### config.mk
export PLATFORM = sky130hd
export DESIGN_NAME = bfpl_core
export DESIGN_NICKNAME = d
export VERILOG_FILES = /design/src/core/bfpl_pkg.sv /design/src/core/bfpl_delay.sv /design/src/core/bfpl_first.sv /design/src/core/bfpl_core.sv
export SDC_FILE = /design/constraint.sdc
export NUM_CORES = 1
export LEC_CHECK = 0
export BUFFER_PORTS_ARGS = -buffer_cell sky130_fd_sc_hd__buf_2
export CORE_ASPECT_RATIO = 0.5
export CORE_MARGIN = 4
export CORE_UTILIZATION = 55
export DETAILED_ROUTE_END_ITERATION = 12
export GPL_TIMING_DRIVEN = 1
export PLACE_DENSITY = 0.73
export SYNTH_ARGS = -nofsm -noshare
export SYNTH_HDL_FRONTEND = slang
export SYNTH_SLANG_ARGS = --single-unit
### constraint.sdc
create_clock -name sys_clk -period 2.3 [get_ports sys_clk]
set_input_delay 0.115 -clock sys_clk [delete_from_list [all_inputs] [get_ports sys_clk]]
set_output_delay 0.115 -clock sys_clk [all_outputs]
set_load 0.005 [all_outputs]
### src/core/bfpl_pkg.sv
// Shared constants, types and structures of the battery fault priority logic
package bfpl_pkg;

	// Default delay counts in clock cycles (simulation shortens them via parameters)
	localparam int unsigned BFPL_CNT_W        = 16;
	localparam logic [15:0] BFPL_OVC_DLY      = 16'h0064;
	localparam logic [15:0] BFPL_OVD_DLY      = 16'h0064;
	localparam logic [15:0] BFPL_OCR_DLY      = 16'h0032;
	localparam logic [15:0] BFPL_SCD_DLY      = 16'h0004;
	localparam logic [15:0] BFPL_XCH_DLY      = 16'h0032;
	localparam logic [15:0] BFPL_REL_DLY      = 16'h0010;

	// Who was established first
	typedef enum logic [1:0] {
		BFPL_FIRST_NONE = 2'h0,
		BFPL_FIRST_OCR  = 2'h1,
		BFPL_FIRST_OTHR = 2'h2
	} bfpl_first_t;

	// Sense node bias control
	typedef enum logic [2:0] {
		BFPL_BIAS_OPEN = 3'h1,
		BFPL_BIAS_GND  = 3'h2,
		BFPL_BIAS_SUP  = 3'h4
	} bfpl_bias_t;

	// Raw comparator levels from the analog front end
	typedef struct packed {
		logic over_charge;
		logic over_discharge;
		logic over_current;
		logic short_circuit;
		logic excess_charger;
	} bfpl_cmp_t;

	// Established fault states
	typedef struct packed {
		logic over_charge;
		logic over_discharge;
		logic over_current;
		logic short_circuit;
		logic excess_charger;
	} bfpl_state_t;

endpackage : bfpl_pkg

### src/core/bfpl_delay.sv
// Qualifying delay counter: output follows input after a stable run
`timescale 1ns/10ps
module bfpl_delay #(
	parameter int unsigned   W     = 16,
	parameter logic [15:0]   SET   = 16'h0010,
	parameter logic [15:0]   CLR   = 16'h0010
) (
	input  wire logic        sys_clk,
	input  wire logic        rst,
	input  wire logic        cond,
	input  wire logic        hold,
	input  wire logic        abort,
	output logic             state,
	output logic             busy
);
	logic [W-1:0] cnt_reg;
	logic [W-1:0] cnt_next;
	logic         state_reg;
	logic         state_next;

	// Count while the condition differs from the state; hold freezes, abort restarts
	always_comb begin
		cnt_next   = cnt_reg;
		state_next = state_reg;
		if (abort || (cond == state_reg)) begin
			cnt_next = '0;
		end else if (!hold) begin
			if (cnt_reg >= (state_reg ? CLR[W-1:0] : SET[W-1:0]) - W'(1)) begin
				state_next = cond;
				cnt_next   = '0;
			end else begin
				cnt_next = cnt_reg + W'(1);
			end
		end
	end

	always_ff @(posedge sys_clk) begin
		if (rst) begin
			cnt_reg   <= '0;
			state_reg <= 1'b0;
		end else begin
			cnt_reg   <= cnt_next;
			state_reg <= state_next;
		end
	end

	assign state = state_reg;
	assign busy  = (cond != state_reg) && !abort;
endmodule : bfpl_delay

### src/core/bfpl_first.sv
// Order recorder: notes which of two states was established first
`timescale 1ns/10ps
module bfpl_first
	import bfpl_pkg::*;
(
	input  wire logic        sys_clk,
	input  wire logic        rst,
	input  wire logic        ocr_state,
	input  wire logic        oth_state,
	output bfpl_pkg::bfpl_first_t first
);
	bfpl_first_t first_reg;
	bfpl_first_t first_next;

	// A lone state counts as first; a dropped over-current hands the lead to the other state
	always_comb begin
		first_next = first_reg;
		if (!ocr_state) begin
			first_next = oth_state ? BFPL_FIRST_OTHR : BFPL_FIRST_NONE;
		end else if (!oth_state) begin
			first_next = BFPL_FIRST_OCR;
		end else if (first_reg == BFPL_FIRST_NONE) begin
			first_next = BFPL_FIRST_OTHR; // Same edge: the other state wins
		end
	end

	always_ff @(posedge sys_clk) begin
		if (rst) begin
			first_reg <= BFPL_FIRST_NONE;
		end else begin
			first_reg <= first_next;
		end
	end

	assign first = first_reg;
endmodule : bfpl_first

### src/core/bfpl_core.sv
// Top of the battery fault priority logic
//
// What this block does
// - Over-charge and over-current run in parallel; over-current never resets over-charge.
// - Over-charge established first interrupts any over-current detection in progress.
// - Over-charge detection starting suspends over-discharge detection.
// - After over-charge is established, over-discharge detection resumes from its held count if still present.
// - Over-discharge after over-charge: no standby, sense node pulled to supply.
// - Over-discharge and over-current run concurrently; over-current first never halts it.
// - Over-discharge established first abandons over-current detection.
// - Over-current then over-discharge: drop ground pull, apply supply pull, enter standby.
// - Over-discharge before over-current: supply pull-up and standby.
// - Over-charge with over-current: ground pull if over-current first, else released.
// - Short-circuit detection is independent of every other state.
// - Excessive-charger detection inhibited during over-discharge, over-current or short.
// - Excessive-charger delay starts only after discharge gate returned high.
// - Over-current or short drives discharge gate low after its delay.
// - Excessive charger drives charge gate low after delay, high after the same XCH_DLY delay on release.
`timescale 1ns/10ps
module bfpl_core
	import bfpl_pkg::*;
#(
	parameter logic [15:0] OVC_DLY = BFPL_OVC_DLY,
	parameter logic [15:0] OVD_DLY = BFPL_OVD_DLY,
	parameter logic [15:0] OCR_DLY = BFPL_OCR_DLY,
	parameter logic [15:0] SCD_DLY = BFPL_SCD_DLY,
	parameter logic [15:0] XCH_DLY = BFPL_XCH_DLY,
	parameter logic [15:0] REL_DLY = BFPL_REL_DLY
) (
	input  wire logic              sys_clk,
	input  wire logic              rst,
	input  bfpl_pkg::bfpl_cmp_t    cmp,
	output bfpl_pkg::bfpl_state_t  fault,
	output logic                   dis_gate,
	output logic                   chg_gate,
	output bfpl_pkg::bfpl_bias_t   sense_bias,
	output logic                   standby
);
	import bfpl_pkg::*;

	logic        ovc_st, ovd_st, ocr_st, scd_st, xch_st;
	logic        ovc_busy, ovd_busy, ocr_busy, scd_busy, xch_busy;
	logic        ovd_hold, ocr_abort, xch_abort;
	bfpl_first_t first_ovc;
	bfpl_first_t first_ovd;

	logic        dis_gate_reg, dis_gate_next;
	logic        chg_gate_reg, chg_gate_next;
	logic        standby_reg, standby_next;
	logic        ovc_seen_reg, ovc_seen_next;
	bfpl_bias_t  bias_reg, bias_next;
	bfpl_state_t fault_reg, fault_next;

	// Over-discharge waits while over-charge is being qualified
	// It resumes from its held count once over-charge is settled
	assign ovd_hold = ovc_busy && !ovc_st;

	// Over-current gives way to whichever other state came first
	// Never aborts an established over-current, so its release can still count
	assign ocr_abort = !ocr_st &&
	                   ((ovc_st && first_ovc != BFPL_FIRST_OCR) ||
	                    (ovd_st && first_ovd != BFPL_FIRST_OCR));

	// Excessive charger held off during over-discharge, over-current or short and until discharge gate is high
	assign xch_abort = ovd_st || ocr_st || scd_st || !dis_gate_reg;

	// Over-charge: never touched by over-current
	bfpl_delay #(.W(BFPL_CNT_W), .SET(OVC_DLY), .CLR(REL_DLY)) u_ovc (
		.sys_clk (sys_clk),
		.rst     (rst),
		.cond    (cmp.over_charge),
		.hold    (1'b0),
		.abort   (1'b0),
		.state   (ovc_st),
		.busy    (ovc_busy)
	);

	// Over-discharge: over-current does not stop it
	bfpl_delay #(.W(BFPL_CNT_W), .SET(OVD_DLY), .CLR(REL_DLY)) u_ovd (
		.sys_clk (sys_clk),
		.rst     (rst),
		.cond    (cmp.over_discharge),
		.hold    (ovd_hold),
		.abort   (1'b0),
		.state   (ovd_st),
		.busy    (ovd_busy)
	);

	// Over-current qualifier
	bfpl_delay #(.W(BFPL_CNT_W), .SET(OCR_DLY), .CLR(REL_DLY)) u_ocr (
		.sys_clk (sys_clk),
		.rst     (rst),
		.cond    (cmp.over_current),
		.hold    (1'b0),
		.abort   (ocr_abort),
		.state   (ocr_st),
		.busy    (ocr_busy)
	);

	// Short circuit runs alone, no hold nor abort
	bfpl_delay #(.W(BFPL_CNT_W), .SET(SCD_DLY), .CLR(REL_DLY)) u_scd (
		.sys_clk (sys_clk),
		.rst     (rst),
		.cond    (cmp.short_circuit),
		.hold    (1'b0),
		.abort   (1'b0),
		.state   (scd_st),
		.busy    (scd_busy)
	);

	// Excessive charger, detect and release both delayed
	bfpl_delay #(.W(BFPL_CNT_W), .SET(XCH_DLY), .CLR(XCH_DLY)) u_xch (
		.sys_clk (sys_clk),
		.rst     (rst),
		.cond    (cmp.excess_charger),
		.hold    (1'b0),
		.abort   (xch_abort && !xch_st),
		.state   (xch_st),
		.busy    (xch_busy)
	);

	// Order of over-current versus over-charge, and versus over-discharge
	bfpl_first u_first_ovc (
		.sys_clk   (sys_clk),
		.rst       (rst),
		.ocr_state (ocr_st),
		.oth_state (ovc_st),
		.first     (first_ovc)
	);

	bfpl_first u_first_ovd (
		.sys_clk   (sys_clk),
		.rst       (rst),
		.ocr_state (ocr_st),
		.oth_state (ovd_st),
		.first     (first_ovd)
	);

	// Outputs: gates, bias and standby from the settled states
	always_comb begin
		fault_next    = '{over_charge: ovc_st, over_discharge: ovd_st, over_current: ocr_st,
		                  short_circuit: scd_st, excess_charger: xch_st};
		ovc_seen_next = ovc_seen_reg;
		if (ovc_st) begin
			ovc_seen_next = 1'b1;
		end else if (!ovd_st) begin
			ovc_seen_next = 1'b0;
		end
		// Discharge FET off on over-current or short; over-discharge also opens it
		dis_gate_next = !(ocr_st || scd_st || ovd_st);
		// Charge FET off on over-charge or excessive charger
		chg_gate_next = !(xch_st || ovc_st);
		bias_next     = BFPL_BIAS_OPEN;
		standby_next  = 1'b0;
		if (ovd_st) begin
			// Supply pull-up replaces any ground pull
			bias_next    = BFPL_BIAS_SUP;
			// Standby only if no over-charge preceded it; this keeps load detection alive
			standby_next = !ovc_seen_reg && !ovc_st;
		end else if (scd_st || (ocr_st && !(ovc_st && first_ovc == BFPL_FIRST_OTHR))) begin
			bias_next = BFPL_BIAS_GND;
		end else begin
			bias_next = BFPL_BIAS_OPEN;
		end
	end

	always_ff @(posedge sys_clk) begin
		if (rst) begin
			fault_reg    <= '0;
			dis_gate_reg <= 1'b1;
			chg_gate_reg <= 1'b1;
			bias_reg     <= BFPL_BIAS_OPEN;
			standby_reg  <= 1'b0;
			ovc_seen_reg <= 1'b0;
		end else begin
			fault_reg    <= fault_next;
			dis_gate_reg <= dis_gate_next;
			chg_gate_reg <= chg_gate_next;
			bias_reg     <= bias_next;
			standby_reg  <= standby_next;
			ovc_seen_reg <= ovc_seen_next;
		end
	end

	assign fault      = fault_reg;
	assign dis_gate   = dis_gate_reg;
	assign chg_gate   = chg_gate_reg;
	assign sense_bias = bias_reg;
	assign standby    = standby_reg;
endmodule : bfpl_core

Word-level counts from Yosys, hierarchy flattened
Cells that the tools add are included.

Order comparisons: 5. Mux-type cells: 17. Bitwise gates (word level): 7. Reductions and logical operators: 40. Add/sub/neg operators: 9. Equal/unequal tests: 12.

Operator list (number): $add 16x1->16 const B (5); $ge 16x16->1 (4); $sub 16x1->16 const B (4); $mux 2 (9); $ge 16x6->1 const B (1); $mux 16 (1); $mux 7 (2); $reduce_or 3->1 (4); $logic_or 1x1->1 (10); $logic_and 1x1->1 (8); $logic_not 1->1 (8); $reduce_and 2->1 (4); $not 1->1 (7); $mux 6 (1); $ne 3x2->1 const B (2); $reduce_or 2->1 (3); $eq 1x1->1 (5); $mux 5 (1); $logic_not 2->1 (2); $ne 2x1->1 const B (2); $mux 3 (1); $reduce_and 3->1 (1); $eq 2x2->1 const B (1); $mux 1 (2); other kinds (2) (2).

Register bits after elaboration: 101. Word-level logic and storage cells: 113.

Depth between registers and ports, before layout
Depth in word-level cells: 7. Gate-level depth with buffers: 8.

By module
Synthesis repeated with hierarchy kept, for this count alone.

Cell total of the unflattened synthesis: 544. Area, all modules: 5094.9 um2.

By module, submodules not included: bfpl_delay at u_ovc ... (area each 942.2 um2, instances 2, cells each 100, sequential area each 340.3 um2); bfpl_delay at u_ocr (area each 978.4 um2, instances 1, cells each 112, sequential area each 340.3 um2); bfpl_delay at u_scd (area each 923.4 um2, instances 1, cells each 97, sequential area each 340.3 um2); bfpl_delay at u_xch (area each 810.8 um2, instances 1, cells each 86, sequential area each 340.3 um2); bfpl_core (area each 357.8 um2, instances 1, cells each 35, sequential area each 220.2 um2); bfpl_first (area each 70.1 um2, instances 2, cells each 7, sequential area each 40.0 um2).

Least setup slack after synthesis
OpenSTA, ideal clock, no wires.

Kind: register to register. Start: register u_ovc.state_reg (netlist: u_ovc.state). End: register u_ovd.cnt_reg[15]. Cell stages (with the launch flop): 8. Path slack: 433 ps. Data required time: 2183 ps. Path buffers: 0. Arrival: 1750 ps. Setup time: 117 ps. Cell sequence: dfxtp_1 > inv_1 > ha_1 > nand4b_1 > or4_1 > nor2_1 > xnor2_1 > nor2_1.

Word-level cells in the longest chain between the ends: 2. Elaborated cells on any way between the ends: 3. Classes of those cells: eq/ne (1); reduce/logical (2).

Ends and longest elaborated chain: start, declared (RTL line bfpl_delay.sv:18) `logic state_reg;`; start signal, assigned (RTL line bfpl_delay.sv:43) `state_reg <= state_next;`; $ne 1x1->1 or $logic_not 1->1 (tied branches); $logic_and 1x1->1 (*) (RTL line bfpl_core.sv:56) `assign ovd_hold = ovc_busy && !ovc_st;`; named net ovd_hold (RTL line bfpl_core.sv:43) `logic ovd_hold, ocr_abort, xch_abort;`; end signal, assigned (RTL line bfpl_delay.sv:42) `cnt_reg <= cnt_next;`; end, declared (RTL line bfpl_delay.sv:16) `logic [W-1:0] cnt_reg;`.

Mark *: on every way through the listed nets, which the timed path passes. The rest lies on a longest branch. A chain may end at the register's enable or synchronous reset.

Worst setup path after layout
Start: register u_ovc.state_reg (netlist: u_ovc.state). End: register u_ovc.cnt_reg[4].

Word-level cells in the longest chain between the ends: 4. Elaborated cells on any way between the ends: 5. Classes of those cells: add/sub (1); order compare (1); eq/ne (1); mux (1); reduce/logical (1).

Ends and longest elaborated chain: $mux 7 (RTL line bfpl_delay.sv:28) `if (cnt_reg >= (state_reg ? CLR[W-1:0] : SET[W-1:0]) - W'(1)) begin`; $sub 16x1->16 (RTL line bfpl_delay.sv:28); $ge 16x16->1 (RTL line bfpl_delay.sv:28); $reduce_or 3->1 (no source line) (*); end signal, assigned (RTL line bfpl_delay.sv:42); end, declared (RTL line bfpl_delay.sv:16).

Every way passes the cells marked *; elsewhere a longest branch is shown, timed or not.

==> flow_metrics.tcl <==
set metrics [dict create \
    synth_warnings 0 \
    met1_length_mm 2.85 \
    rsz0062_at_grt "false" \
    yosys_register_bits 100 \
    route.met2.wl_mm 3.12 \
    synth_edf_count 0 \
    ys_top_cells_by_area "dfxtp_1 55%, ha_1 7.9%, nor2_1 5.1%" \
    post-route-util_pct 68.4 \
    io_pins 18 \
    p_per_area_nw_per_um2 779 \
    routed_wl_mm 6.25 \
    nets 454 \
    crit_fanout 8 \
    post_cts_buffers 0 \
    fillers 493 \
    htree_levels 3 \
    cts_hold_buf 0 \
    final_hold_viol_count 0 \
    fmax_mhz 469 \
    synth_cell_types 45 \
    vias_per_cell 4.97 \
    cts.sinks 100 \
    timing.final.crit_share_pct 92.8 \
    slew_headroom_pct 65.7 \
    synth.most_common_cell "dfxtp_1" \
    criticalPathCategory "flop to flop" \
    wl_met3_um 222 \
    report.final.setup_viol 0 \
    vdd_drop_max_mv 0.574 \
    io_buffers 17 \
    core_area_sq_um 6260 \
    syn_area_sq_um 3660 \
    die_width_um 123 \
    path_clk_slew_ns 0.07 \
    grt_pass1_vias 2635 \
    worstPathArrival_ns 2.41 \
    postRouteAntennaNets 0 \
    hold_path.class "primary input to flop" \
    multi_input_area_sq_um 1710 \
    clockBufferDepth 2 \
    n_antenna_cell 0 \
    grt_pass1_wl_mm 11.1 \
    fin_setup_tns_ns 0 \
    cp_data_required_time_ns 2.57 \
    seq_area_sq_um 2000 \
    die-height_um 65.7 \
    synth_top_cell_by_area "dfxtp_1" \
    ys_top_cells_by_count "100 x dfxtp_1, 50 x nor2_1, 23 x ha_1" \
    top_layer_used "met4" \
    place_congestion 0.763 \
    area_growth_pct 16.9 \
    cts_resized 0 \
    finalClockSkew_ns 0.00385 \
    rows 20 \
    wire_per_inst_um 12.1 \
    p_leak_nw 1.78 \
    synth-seq-area-share_pct 54.7 \
    synth.top_cell.area_share_pct 54.7 \
    dieArea_sq_um 8110 \
    ys.flop_type "dfxtp_1" \
    antenna_found_initial 0 \
    worst_slew_pin_slew_ns 0.511 \
    synthArstFlopShare_pct 0 \
    drc_errors 0 \
    period_needed_ns 2.13 \
    overflow 0 \
    grt_max_degree 19 \
    start_util_pct 58.5 \
    clock_latency_ns 0.34 \
    track_usage_pct 17.4 \
    slew_viol_final 0 \
    cts_root_buf "clkbuf_16" \
    cts_tree "done" \
    cts_buffers 9 \
    first_iter_violations 192 \
    drtPass1Iterations 5 \
    dp.final_hpwl_mm 4.56 \
    routed-via-count 2570 \
    syn_avg_cell_area_sq_um 10.1 \
    critPathLaunchType "flop" \
    layout-drive-gt1-share_pct 11.7 \
    synthCells 361 \
    maxCapViolCount 0 \
    end_kind "flop" \
    status "finished clean" \
]
final cells by class:
class                           count  share of cell area [%]
Inverter                           15                    1.32
Sequential cell                   100                    46.8
Multi-Input combinational cell    277                    40.0
Clock buffer                       10                    5.58
Tap cell                           88                    2.57
Clock inverter                      6                    1.08
Timing Repair Buffer               21                    2.69
routing by layer:
layer,up-vias,global-route usage [%]
met5,-,0
met4,0,6.21
met3,8,5.67
met2,34,30.7
met1,1211,19.7
li1,1317,-
power breakdown:
part / switching [mW] / internal [mW] / total [mW]
clock network: 0.634 / 0.773 / 1.41
registers: 0.0250 / 1.79 / 1.81
logic: 0.0692 / 0.0467 / 0.116
total: 0.728 / 2.61 / 3.34
final timing paths:
path	start	to	slack (ns)	cells after the start
worst max-delay path	u_ovc.state$_SDFFE_PP0P_	u_ovc.cnt_reg[4]$_SDFF_PP0_	0.17	7
worst max register to register	u_ovc.state$_SDFFE_PP0P_	u_ovc.cnt_reg[4]$_SDFF_PP0_	0.17	7
worst min register to register	ovc_seen_reg$_SDFFE_PP0P_	standby$_SDFF_PP0_	0.44	1
worst min-delay path	cmp[2]	u_ocr.state$_SDFFE_PP0P_	0.05	3
worst max-delay path, stage by stage, from the launching register on:
cell and delay (ns):
dfxtp_1 0.42, inv_1 0.14, ha_1 0.31, a21o_1 0.16, a21oi_1 0.16, o211ai_1 0.16
or3_1 0.55, nor2_2 0.18
cells by family (layout without fill, tap and decap cells):
family / Yosys count / count (layout) / share of synthesized area (%)
DFF: 100 / 100 / 54.7
buffers and inverters: 21 / 52 / 2.49
adders and majority gates: 23 / 23 / 7.86
xor gates and xnor gates: 31 / 31 / 7.41
muxes: 1 / 1 / 0.273
and+or+nand+nor: 148 / 148 / 20.9
AOI/OAI and AO/OA: 36 / 36 / 6.32
other: 1 / 38 / 0.102
placed cells by master, fill, tap and decap left out, types with 3 or more instances in the layout:
master | netlist | routed
xnor2_1 | 15 | 15
a21oi_1 | 13 | 13
inv_1 | 15 | 15
a21o_1 | 5 | 5
and3_1 | 4 | 4
nand3_1 | 21 | 21
dfxtp_1 | 100 | 100
nand2_1 | 17 | 17
nand4_1 | 6 | 6
nor3_1 | 8 | 8
nand2b_1 | 5 | 5
nor2_2 | 7 | 7
nor4_1 | 9 | 9
ha_1 | 23 | 23
buf_2 | 1 | 17
buf_4 | 1 | 4
a31oi_1 | 5 | 5
conb_1 | 1 | 38
nor2b_1 | 4 | 4
xor2_1 | 16 | 16
nand4b_1 | 3 | 3
nor2_1 | 50 | 50
o21ai_0 | 5 | 5
clkbuf_16 | 0 | 9
stage by stage:
stage	setup WS, ns	instances	hold WS (ns)	power, mW	instance area [sq um]
after floorplan	0.433	398	0.259	1.92	3800
after global placement	0.241	501	0.375	1.95	3990
after detailed placement	0.162	501	0.384	1.97	3990
after CTS	0.153	517	0.0380	3.36	4280
after global routing	0.0267	517	0.0664	3.48	4280
final	0.166	517	0.0462	3.34	4280
Note: power is estimated with default switching activity, not from simulation.
